--- config.mk ---
export PLATFORM = sky130hd
export DESIGN_NAME = ssc_config_bank
export DESIGN_NICKNAME = d
export VERILOG_FILES = /design/src/ssc_pkg.sv /design/src/ssc_apb_slave.sv /design/src/ssc_config_bank.sv /design/src/ssc_factor_select.sv
export VERILOG_INCLUDE_DIRS = /design/src
export SDC_FILE = /design/constraint.sdc
export NUM_CORES = 1
export LEC_CHECK = 0
export CAP_MARGIN = 20
export CELL_PAD_IN_SITES_DETAIL_PLACEMENT = 0
export CELL_PAD_IN_SITES_GLOBAL_PLACEMENT = 1
export CORE_MARGIN = 2
export CORE_UTILIZATION = 54
export CTS_CLUSTER_SIZE = 28
export DETAILED_ROUTE_END_ITERATION = 12
export DONT_BUFFER_PORTS = 1
export PLACE_DENSITY = 0.76
export SLEW_MARGIN = 20
export SYNTH_ARGS = -nofsm -noshare
export SYNTH_HDL_FRONTEND = slang
export SYNTH_SLANG_ARGS = --single-unit
--- constraint.sdc ---
create_clock -name clock_in -period 2.5 [get_ports clock_in]
set_input_delay 0.25 -clock clock_in [delete_from_list [all_inputs] [get_ports clock_in]]
set_output_delay 0.25 -clock clock_in [all_outputs]
set_load 0.005 [all_outputs]
--- src/ssc_regs.svh ---
// Purpose: register map and field constants of the soft slicer config bank
// Assumes: 32-bit APB, one aligned word per register, byte address = index * 4
// Notes: index constants are word indices into the bank
`ifndef SSC_REGS_SVH
`define SSC_REGS_SVH

`define SSC_IDX_TDD4       6'h00
`define SSC_IDX_TDD5       6'h01
`define SSC_IDX_FDD0       6'h02
`define SSC_IDX_NOISE0     6'h08
`define SSC_IDX_CTRL       6'h11
`define SSC_IDX_STATUS     6'h12
`define SSC_BANK_WORDS     17
`define SSC_TDD_WORDS      2
`define SSC_NOISE_WORDS    9

`define SSC_UV_HI          31
`define SSC_UV_LO          16
`define SSC_ODD_HI         15
`define SSC_CNT_HI         11
`define SSC_CNT_MAX        12'hBF8
`define SSC_RSVD_TDD       4'h0

`define SSC_CTRL_STD_HI    1
`define SSC_CTRL_DUPLEX    2
`define SSC_CTRL_SPLIT     3
`define SSC_CTRL_TTI2MS    4
`define SSC_CTRL_NPC_HI    6
`define SSC_CTRL_NPC_LO    5
`define SSC_CTRL_MASK      32'h0000007F
`define SSC_CTRL_RESET     32'h00000000

`define SSC_STD_LTE        2'h0
`define SSC_STD_WIMAX      2'h1
`define SSC_STD_WCDMA      2'h2
`define SSC_NPC_FOUR       2'h2

`define SSC_SEG_10MS       4'h5
`define SSC_SEG_10MS_NPC4  4'hA
`define SSC_SEG_2MS        4'h6
`define SSC_SEG_2MS_NPC4   4'hC

`define SSC_TDD_LAST_SLOT  4'h5
`define SSC_TDD_BANK_SLOT  4'h4
`define SSC_FDD_LAST_SLOT  4'hB
`define SSC_LAST_COLUMN    4'h8
`define SSC_STATUS_SEG_LO  8

`endif

--- src/ssc_pkg.sv ---
// Purpose: shared types of the soft slicer config bank
// Assumes: constants live in ssc_regs.svh
// Notes: mode codes are one-hot
package ssc_pkg;

	typedef enum logic [4:0] {
		SSC_MODE_LTE1  = 5'b00001,
		SSC_MODE_LTE2  = 5'b00010,
		SSC_MODE_TDD   = 5'b00100,
		SSC_MODE_FDD   = 5'b01000,
		SSC_MODE_WIMAX = 5'b10000
	} ssc_mode_e;

	typedef struct packed {
		logic        sel;
		logic        enable;
		logic        write;
		logic [7:0]  addr;
		logic [31:0] wdata;
	} ssc_apb_req_s;

	typedef struct packed {
		logic        ready;
		logic [31:0] rdata;
		logic        slverr;
	} ssc_apb_rsp_s;

	typedef logic [8:0][31:0] ssc_noise_t;

endpackage

--- src/ssc_apb_slave.sv ---
// Purpose: APB slave front end with one registered answer per transfer
// Assumes: master keeps the request stable through the access phase
// Notes: pready rises in the first access cycle, so no wait states
`timescale 1ns/1ps
`include "ssc_regs.svh"
module ssc_apb_slave (
	// clock and reset
	input  wire logic                  clock_in,
	input  wire logic                  rst_n_in,
	input  wire logic                  ce_in,
	// bus side
	input  wire ssc_pkg::ssc_apb_req_s req_in,
	output ssc_pkg::ssc_apb_rsp_s      rsp_out,
	// bank side
	input  wire logic [31:0]           rdata_in,
	input  wire logic                  hit_in,
	output logic                       wr_out,
	output logic [5:0]                 idx_out
);
	ssc_pkg::ssc_apb_rsp_s next_rsp;
	logic                  setup;

	assign idx_out = req_in.addr[7:2];
	assign setup   = req_in.sel && !req_in.enable && !rsp_out.ready;
	// write lands only on the edge where the master sees pready
	assign wr_out  = ce_in && req_in.sel && req_in.enable && rsp_out.ready
		&& req_in.write && hit_in;

	always_comb begin
		next_rsp = rsp_out;
		if (setup) begin
			next_rsp.ready  = 1'b1;
			next_rsp.rdata  = hit_in ? rdata_in : 32'h00000000;
			next_rsp.slverr = !hit_in;
		end else begin
			next_rsp.ready  = 1'b0;
			next_rsp.slverr = 1'b0;
		end
	end

	always_ff @(posedge clock_in or negedge rst_n_in) begin
		if (!rst_n_in) begin
			rsp_out <= '0;
		end else if (ce_in) begin
			rsp_out <= next_rsp;
		end
	end
endmodule

--- src/ssc_config_bank.sv ---
// Purpose: soft slicer configuration bank with APB access and slicer lookup
// Assumes: single clock, slicer asks one index per lookup_req_in cycle
// Notes: lookup answers one cycle after the request
//
// The APB slave port and the placing of the registers were decided locally.
`timescale 1ns/1ps
`include "ssc_regs.svh"
module ssc_config_bank (
	// clock and reset
	input  wire logic        clock_in,
	input  wire logic        rst_n_in,
	input  wire logic        ce_in,
	// apb slave
	input  wire logic        psel_in,
	input  wire logic        penable_in,
	input  wire logic        pwrite_in,
	input  wire logic [7:0]  paddr_in,
	input  wire logic [31:0] pwdata_in,
	output logic             pready_out,
	output logic [31:0]      prdata_out,
	output logic             pslverr_out,
	// slicer lookup
	input  wire logic        lookup_req_in,
	input  wire logic [3:0]  lookup_index_in,
	output logic [31:0]      factor_out,
	output logic             factor_valid_out,
	output logic [15:0]      unit_value_out,
	output logic [11:0]      symbol_count_out,
	output logic             unit_valid_out,
	// mode view
	output logic [3:0]       segment_count_out,
	output logic [4:0]       mode_out
);
	ssc_pkg::ssc_apb_req_s bus_req;
	ssc_pkg::ssc_apb_rsp_s bus_rsp;
	logic                  wr;
	logic [5:0]            idx;
	logic                  hit;
	logic [31:0]           rdata;

	logic [31:0]           bank      [`SSC_BANK_WORDS];
	logic [31:0]           next_bank [`SSC_BANK_WORDS];
	ssc_pkg::ssc_noise_t   noise;
	logic [31:0]           ctrl;
	logic [31:0]           next_ctrl;

	ssc_pkg::ssc_mode_e    mode;
	ssc_pkg::ssc_mode_e    next_mode;
	logic [3:0]            seg_count;
	logic [3:0]            next_seg_count;

	logic [31:0]           sel_factor;
	logic                  sel_valid;
	logic [31:0]           next_factor;
	logic                  next_factor_valid;
	logic [15:0]           next_unit;
	logic [11:0]           next_count;
	logic                  next_unit_valid;
	logic [31:0]           fdd_word;

	assign bus_req = '{sel: psel_in, enable: penable_in, write: pwrite_in,
		addr: paddr_in, wdata: pwdata_in};
	assign pready_out  = bus_rsp.ready;
	assign prdata_out  = bus_rsp.rdata;
	assign pslverr_out = bus_rsp.slverr;
	assign hit = idx <= `SSC_IDX_STATUS;

	ssc_apb_slave u_apb (
		.clock_in (clock_in),
		.rst_n_in (rst_n_in),
		.ce_in    (ce_in),
		.req_in   (bus_req),
		.rsp_out  (bus_rsp),
		.rdata_in (rdata),
		.hit_in   (hit),
		.wr_out   (wr),
		.idx_out  (idx)
	);

	// register write paths, one per bank word
	genvar gi;
	generate
		for (gi = 0; gi < `SSC_BANK_WORDS; gi++) begin : g_word
			if (gi < `SSC_TDD_WORDS) begin : g_tdd
				logic [11:0] cnt;
				// oversize counts are clamped rather than wrapped
				assign cnt = (pwdata_in[`SSC_CNT_HI:0] > `SSC_CNT_MAX)
					? `SSC_CNT_MAX : pwdata_in[`SSC_CNT_HI:0];
				assign next_bank[gi] = (wr && idx == 6'(gi))
					? {pwdata_in[`SSC_UV_HI:`SSC_UV_LO], `SSC_RSVD_TDD, cnt}
					: bank[gi];
			end else begin : g_full
				assign next_bank[gi] = (wr && idx == 6'(gi))
					? pwdata_in : bank[gi];
			end
			if (gi >= `SSC_IDX_NOISE0) begin : g_noise
				assign noise[gi - `SSC_IDX_NOISE0] = bank[gi];
			end
		end
	endgenerate

	always_ff @(posedge clock_in or negedge rst_n_in) begin
		if (!rst_n_in) begin
			for (int i = 0; i < `SSC_BANK_WORDS; i++) begin
				bank[i] <= 32'h00000000;
			end
		end else if (ce_in) begin
			for (int i = 0; i < `SSC_BANK_WORDS; i++) begin
				bank[i] <= next_bank[i];
			end
		end
	end

	// control word and derived mode
	always_comb begin
		next_ctrl = ctrl;
		if (wr && idx == `SSC_IDX_CTRL) begin
			next_ctrl = pwdata_in & `SSC_CTRL_MASK;
		end
		case (ctrl[`SSC_CTRL_STD_HI:0])
			`SSC_STD_LTE:   next_mode = ctrl[`SSC_CTRL_SPLIT]
				? ssc_pkg::SSC_MODE_LTE2 : ssc_pkg::SSC_MODE_LTE1;
			`SSC_STD_WIMAX: next_mode = ssc_pkg::SSC_MODE_WIMAX;
			`SSC_STD_WCDMA: next_mode = ctrl[`SSC_CTRL_DUPLEX]
				? ssc_pkg::SSC_MODE_TDD : ssc_pkg::SSC_MODE_FDD;
			default:        next_mode = ssc_pkg::SSC_MODE_WIMAX;
		endcase
		// four channels double the segment count
		if (ctrl[`SSC_CTRL_TTI2MS]) begin
			next_seg_count = (ctrl[`SSC_CTRL_NPC_HI:`SSC_CTRL_NPC_LO] == `SSC_NPC_FOUR)
				? `SSC_SEG_2MS_NPC4 : `SSC_SEG_2MS;
		end else begin
			next_seg_count = (ctrl[`SSC_CTRL_NPC_HI:`SSC_CTRL_NPC_LO] == `SSC_NPC_FOUR)
				? `SSC_SEG_10MS_NPC4 : `SSC_SEG_10MS;
		end
	end

	always_ff @(posedge clock_in or negedge rst_n_in) begin
		if (!rst_n_in) begin
			ctrl      <= `SSC_CTRL_RESET;
			mode      <= ssc_pkg::SSC_MODE_LTE1;
			seg_count <= `SSC_SEG_10MS;
		end else if (ce_in) begin
			ctrl      <= next_ctrl;
			mode      <= next_mode;
			seg_count <= next_seg_count;
		end
	end

	// read mux; status shows the live mode and segment count
	always_comb begin
		rdata = 32'h00000000;
		if (idx < `SSC_BANK_WORDS) begin
			rdata = bank[idx[4:0]];
		end else if (idx == `SSC_IDX_CTRL) begin
			rdata = ctrl;
		end else if (idx == `SSC_IDX_STATUS) begin
			rdata[4:0] = mode;
			rdata[`SSC_STATUS_SEG_LO +: 4] = seg_count;
		end
	end

	ssc_factor_select u_sel (
		.mode_in      (mode),
		.seg_count_in (seg_count),
		.index_in     (lookup_index_in),
		.noise_in     (noise),
		.factor_out   (sel_factor),
		.valid_out    (sel_valid)
	);

	// unit value lookup; only tdd slots 4 and 5 live in this bank
	assign fdd_word = bank[5'(`SSC_IDX_FDD0) + 5'(lookup_index_in[3:1])];

	always_comb begin
		next_factor       = factor_out;
		next_factor_valid = factor_valid_out;
		next_unit         = unit_value_out;
		next_count        = symbol_count_out;
		next_unit_valid   = unit_valid_out;
		if (lookup_req_in) begin
			next_factor       = sel_factor;
			next_factor_valid = sel_valid;
			next_unit         = 16'h0000;
			next_count        = 12'h000;
			next_unit_valid   = 1'b0;
			if (mode == ssc_pkg::SSC_MODE_TDD
				&& lookup_index_in >= `SSC_TDD_BANK_SLOT
				&& lookup_index_in <= `SSC_TDD_LAST_SLOT) begin
				next_unit = bank[5'(lookup_index_in[0])][`SSC_UV_HI:`SSC_UV_LO];
				next_count = bank[5'(lookup_index_in[0])][`SSC_CNT_HI:0];
				next_unit_valid = 1'b1;
			end else if (mode == ssc_pkg::SSC_MODE_FDD
				&& lookup_index_in <= `SSC_FDD_LAST_SLOT) begin
				next_unit = lookup_index_in[0] ? fdd_word[`SSC_ODD_HI:0]
					: fdd_word[`SSC_UV_HI:`SSC_UV_LO];
				next_unit_valid = 1'b1;
			end
		end
	end

	always_ff @(posedge clock_in or negedge rst_n_in) begin
		if (!rst_n_in) begin
			factor_out        <= 32'h00000000;
			factor_valid_out  <= 1'b0;
			unit_value_out    <= 16'h0000;
			symbol_count_out  <= 12'h000;
			unit_valid_out    <= 1'b0;
			segment_count_out <= `SSC_SEG_10MS;
			mode_out          <= ssc_pkg::SSC_MODE_LTE1;
		end else if (ce_in) begin
			factor_out        <= next_factor;
			factor_valid_out  <= next_factor_valid;
			unit_value_out    <= next_unit;
			symbol_count_out  <= next_count;
			unit_valid_out    <= next_unit_valid;
			segment_count_out <= next_seg_count;
			mode_out          <= next_mode;
		end
	end

	// checks
	logic [31:0] chk_col_word;
	assign chk_col_word = (lookup_index_in <= `SSC_LAST_COLUMN)
		? noise[lookup_index_in] : 32'h00000000;
endmodule

--- src/ssc_factor_select.sv ---
// Purpose: picks the noise scaling word for a column, slot or segment
// Assumes: caller registers the result
// Notes: purely combinational
`timescale 1ns/1ps
`include "ssc_regs.svh"
module ssc_factor_select (
	// selection
	input  wire ssc_pkg::ssc_mode_e  mode_in,
	input  wire logic [3:0]          seg_count_in,
	input  wire logic [3:0]          index_in,
	input  wire ssc_pkg::ssc_noise_t noise_in,
	// result
	output logic [31:0]              factor_out,
	output logic                     valid_out
);
	logic in_bank;

	assign in_bank = index_in <= `SSC_LAST_COLUMN;

	always_comb begin
		factor_out = in_bank ? noise_in[index_in] : 32'h00000000;
		case (mode_in)
			ssc_pkg::SSC_MODE_LTE1:  valid_out = in_bank;
			ssc_pkg::SSC_MODE_LTE2:  valid_out = in_bank;
			ssc_pkg::SSC_MODE_TDD:   valid_out = index_in <= `SSC_TDD_LAST_SLOT;
			ssc_pkg::SSC_MODE_FDD:   valid_out = in_bank && index_in < seg_count_in;
			ssc_pkg::SSC_MODE_WIMAX: valid_out = 1'b0;
			default:                 valid_out = 1'b0;
		endcase
		if (!valid_out) begin
			factor_out = 32'h00000000;
		end
	end
endmodule

Yosys cells after proc, flatten, opt, wreduce, memory -nomap -nowiden
Index checks and enable logic that the tools add are counted.
{ "op_classes": {"mux": 36, "bitwise": 3, "add_sub_neg": 1, "n_lt_le_gt_ge": 12, "n_reduce_logical": 55, "n_eq_ne": 24} }
{ "ops": {"columns": ["op", "n"], "rows": [
  ["$bmux 32 s5", 3],
  ["$mux 32", 11],
  ["$bmux 32 s4", 1],
  ["$eq 6x4->1 const B", 8],
  ["$mux 16", 3],
  ["$reduce_and 2->1", 20],
  ["$logic_and 1x1->1", 29],
  ["$eq 6x3->1 const B", 4],
  ["$mux 12", 2],
  ["$mux 4", 6],
  ["$eq 6x5->1 const B", 3],
  ["$ge 6x6->1 const B", 3],
  ["$eq 6x2->1 const B", 2],
  ["$gt 12x12->1 const B", 1],
  ["$mux 5", 2],
  ["$pmux 5 s2", 1],
  ["$le 4x4->1 const B", 2],
  ["$eq 6x1->1 const B", 1],
  ["$le 6x5->1 const B", 1],
  ["$logic_not 6->1", 1],
  ["$lt 6x5->1 const B", 1],
  ["$not 1->6", 1],
  ["$not 4->6", 1],
  ["$not 5->6", 1],
  ["other kinds (16)", 23]
]} }
{ "totals": {"output_inout_bits": 105, "input_bits": 51, "register_bits": 648} }

Longest topological paths before layout
{ "logic_depth": {"ltp_word": 8, "ltp_mapped": 17, "mapped_depth_nobuf": 8} }

Hierarchy
From an unflattened synthesis, not the netlist that was laid out.
{ "unflattened": {"cells_unflattened": 2673, "hier_area_um2": 36197.2} }
{ "by_module_without_submodules": {"columns": ["module", "n_inst", "cells_each", "area_per_inst_um2"], "rows": [
  ["ssc_config_bank", 1, 2261, 32080.8],
  ["ssc_factor_select", 1, 260, 2518.7],
  ["ssc_apb_slave", 1, 152, 1597.8]
]} }

Worst setup path before layout
No wires, ideal clock.
{ "synth_timing": {"kind": "input -> register", "start": "input lookup_index_in[2]", "end": "register unit_value_out[11]", "setup_ps": 134, "t_required_ps": 2366, "arrival_time_ps": 3069, "slack_ps": -703, "stages": 16, "path_cell_list": "buf_2 buf_4 buf_4 buf_4 buf_2 buf_2 inv_1 ha_1 buf_4 buf_2 nand2_1 nor3b_1 buf_2 a22oi_1 o2111ai_1 o211ai_1"} }
{ "synth_between": {"elab_chain_cells": 8} }
{ "synth_rtl": {"columns": ["item", "line_no", "source"], "rows": [
  ["start: declaration", "ssc_config_bank.sv:24", "input wire logic [3:0] lookup_index_in,"],
  ["$add 2x3->4", "ssc_config_bank.sv:173", "assign fdd_word = bank[5'(`SSC_IDX_FDD0) + 5'(lookup_index_in[3:1])];"],
  ["$not 4->6", "ssc_config_bank.sv:173", null],
  ["$bmux 32 s5", "ssc_config_bank.sv:173", null],
  ["$mux 32 (2 in series)", "ssc_config_bank.sv:173", null],
  ["$mux 16", "ssc_config_bank.sv:195", "next_unit = lookup_index_in[0] ? fdd_word[`SSC_ODD_HI:0]"],
  ["$mux 16", "ssc_config_bank.sv:193", "end else if (mode == ssc_pkg::SSC_MODE_FDD"],
  ["$mux 16 *", "ssc_config_bank.sv:187", "if (mode == ssc_pkg::SSC_MODE_TDD"],
  ["end signal: assignment", "ssc_config_bank.sv:214", "unit_value_out <= next_unit;"],
  ["end: declaration", "ssc_config_bank.sv:27", "output logic [15:0] unit_value_out,"]
]} }
Every way passes the cells marked *; elsewhere a longest branch is shown, timed or not. The select of a mux whose other input is x is not followed.
A chain may end at the register's enable or synchronous reset.

Worst setup path in the final report
{ "layout_timing": {"start": "register u_apb.rsp_out[33] (netlist name)", "end": "register bank[331] (netlist name)"} }
{ "layout_between": {"elab_chain_cells": 5} }
{ "layout_rtl": {"columns": ["item", "line_no", "source"], "rows": [
  ["start: declaration", "ssc_apb_slave.sv:13", "output ssc_pkg::ssc_apb_rsp_s rsp_out,"],
  ["start signal: assignment", "ssc_apb_slave.sv:45", "rsp_out <= next_rsp;"],
  ["$logic_and 1x1->1", "ssc_apb_slave.sv:26", "assign wr_out = ce_in && req_in.sel && req_in.enable && rsp_out.ready"],
  ["$logic_and 1x1->1 (2 in series)", "ssc_apb_slave.sv:27", "&& req_in.write && hit_in;"],
  ["$logic_and 1x1->1", "ssc_config_bank.sv:93", "assign next_bank[gi] = (wr && idx == 6'(gi))"],
  ["$reduce_and 2->1 (no source line)", null, null],
  ["end signal: indexed assignment", "ssc_config_bank.sv:109", "bank[i] <= next_bank[i];"],
  ["end: declaration", "ssc_config_bank.sv:41", "logic [31:0] bank [`SSC_BANK_WORDS];"]
]} }
No other way between the ends.

==> flow_summary.toml <==
[placement]
dp_hpwl_um = 65580
placed_area_mm2 = 0.03619
place.gp.congestion = 0.8611
place_ws_ns = 0.08505
portBuffers = 0
dp_cells = 3258

[routing]
dr.pass1.iters = 5
dr_wl_met2_um = 52320
routedWlPerCell_um = 32.58
highest_layer = "met5"
viasPerCell = 6.992
first_iter_violations = 2496
dr_wl_met3_um = 10680
wl_um = 112100
vias = 24050
met1Wirelength_um = 45060
final_antenna_net_count = 0
drc = 0

[synth]
synth_area_mm2 = 0.03530
synth_edf_count = 0
syn_inst = 2566
synth.net_count = 2626
synth_common_cells = "dfrtp_1 (645), mux2_2 (543), mux4_2 (272)"
ys_seq_elements = 648
yosysTopAreaCellShare = 0.4573
yosysMostFrequentCell = "dfrtp_1"
yosysSeqAreaShare = 0.4595
yosysWarnings = 0
synth_area_leaders = "dfrtp_1 (46%), mux4_2 (17%), mux2_2 (17%)"
synthDistinctLibCells = 58
synth_area_leader_cell = "dfrtp_1"
syn_area_per_cell_um2 = 13.76
async_reset_ff_frac = 1.000
ys.flop_type = "dfrtp_1"

[global_routing]
grt_start_max_net_pins = 649
antenna_found_initial = 4
grt_pass1_vias = 24590
grt_overflow = 0
track_usage = 0.3375
grt_pass1_wl_um = 167100

[setup_path]
critPathArrivalTime_ns = 2.84
required_ns = 2.99
endpoint_kind = "register"
path_max_fanout = 32
path_delay_family = "simple AND/OR/NAND/NOR gates"
path_class = "reg -> reg"
cp_slowest_cell = "dfrtp_1"
critPathLaunchType = "register"
cpPeakStageDelay_ns = 0.44
cp_num_buf_inv = 1
crit_path_cell_trace = "and4_4 > and3_1 > nand3b_1 > nor2_4 > buf_12 > mux2_2"

[finish]
final_layout_size_suffix_gt1_frac = 0.4104
area_growth_pct = 11.19
stdcell_count = 3440
final_nets = 2583
fill_cells = 4971
stdcell_area_mm2 = 0.03925

[timing]
fin_skew_ns = 0.01922
max_slew_margin = -0.3397
hold_viol = 648
rsz0062_at_grt = "no"
final.period_utilization = 0.9399
fmax_mhz = 425.6
setup_ws_ns = 0.1503
setup_viol = 0
worst_pin_slew_ns = 2.010
hold_slack_ns = -0.6273
final-max-slew-violation-count = 326
timing.final.crit_period_ns = 2.350

[pwr]
leakagePower_nw = 17.68
vdd_drop_max_v = 0.0004736
p_per_area_mw_per_mm2 = 595.7
total_power_mw = 23.38

[clock_tree]
clk_pin_slew_ns = 0.06
htreeDepth = 3
cts_sinks = 648
cts_buffers = 74
clockRootBuffer = "clkbuf_16"
hold_buffers = 44
cts_tree = "yes"
ctsResizeCount = 0
clock_latency_ns = 0.62
postCtsSetupRepairBufs = 0
clk_path_buf_depth = 3

[die]
die_h_um = 259.7
start_util = 0.5465
row_count = 93
fp.dieArea_mm2 = 0.06743
core_area_mm2 = 0.06458
io-pin-count = 156
die_w_um = 259.7

[worst_hold_path]
min_path_type = "in -> async"

[status]
status = "complete, but fails checks"
violations = "hold timing, slew limit"

[flow_run]
max-cap-violations = 0
==> layer usage <==
metal  up-vias  track usage
li1       9809            -
met5         -     0.007835
met2      1168       0.5129
met3       212      0.08421
met4         2       0.1229
met1     12860       0.4733
==> layout make-up <==
type                       instances  area, µm²  share of cell area
clock buffer                     113       2315             0.05898
tap                              855       1070             0.02726
clock inverter                    23      276.5            0.007046
multi-input combinational       1629      17880              0.4557
timing repair buffer             122       1296             0.03303
antenna                            2      5.005           0.0001275
sequential                       648      16220              0.4133
inverter                          48      180.2            0.004591
==> where the power goes <==
group	internal [mW]	leakage [nW]	total, mW	switching, mW
sequential	10.6	9.02	10.7	0.0868
combinational	0.545	7.38	1.19	0.643
clock	7.00	1.28	11.5	4.51
total	18.1	17.7	23.4	5.24
==> layout by cell type, fill, tap and decap left out, types with 58 or more instances in the layout <==
cell type,netlist,routed
nand2_1,134,131
o21ai_0,79,79
mux2_2,543,543
buf_4,30,58
dfrtp_1,645,645
a22oi_1,60,60
clkbuf_16,0,79
nor2_1,66,63
mux2i_1,140,140
mux4_2,272,272
==> kinds of logic after synthesis <==
| logic type | after synthesis | share of synthesized area |
|---|---|---|
| XOR/XNOR | 1 | 0.0002482 |
| adder cells (fa/ha/maj) | 9 | 0.003190 |
| buffers and inverters | 289 | 0.03775 |
| multiplexers | 965 | 0.3897 |
| flip-flops | 648 | 0.4595 |
| AND/OR/NAND/NOR | 315 | 0.04233 |
| AO/OA/AOI/OAI | 339 | 0.06728 |
==> stage by stage <==
step | utilization | TNS [ns]
after global routing | 0.6077 | 0
after CTS | 0.6076 | 0
after floorplan | - | -0.2540
final | 0.6077 | 0
after detailed placement | 0.5604 | 0
after global placement | 0.5604 | 0
==> worst reg2reg max path, cell delays in order, from the launching register on <==
cell and delay [ns]:
dfrtp_1 0.44, and4_4 0.30, and3_1 0.26, nand3b_1 0.31, nor2_4 0.22, buf_12 0.29
mux2_2 0.42
==> final timing paths <==
check / endpoint / cells past startpoint / from / slack, ns
worst max-delay path: bank[331]$_DFFE_PN0P_ / 6 / u_apb.rsp_out[33]$_DFFE_PN0P_ / 0.15
max in group asynchronous: u_apb.rsp_out[25]$_DFFE_PN0P_ / 0 / rst_n_in / 1.57
min in group clock_in: u_apb.rsp_out[2]$_DFFE_PN0P_ / 4 / paddr_in[6] / 0.02
worst min-delay path: u_apb.rsp_out[7]$_DFFE_PN0P_ / 0 / rst_n_in / -0.63
worst max register to register: bank[331]$_DFFE_PN0P_ / 6 / u_apb.rsp_out[33]$_DFFE_PN0P_ / 0.15
worst min register to register: factor_valid_out$_DFFE_PN0P_ / 1 / factor_valid_out$_DFFE_PN0P_ / 0.51
==> sequential cells by signal, summed over array words and instances, names as in the netlist <==
name,flops
unit_value_out,16
mode_out,5
segment_count_out,4
bank,536
ctrl,7
factor_valid_out,1
symbol_count_out,12
u_apb.rsp_out,34
factor_out,32
unit_valid_out,1
Note: power is estimated with default switching activity, not from simulation.
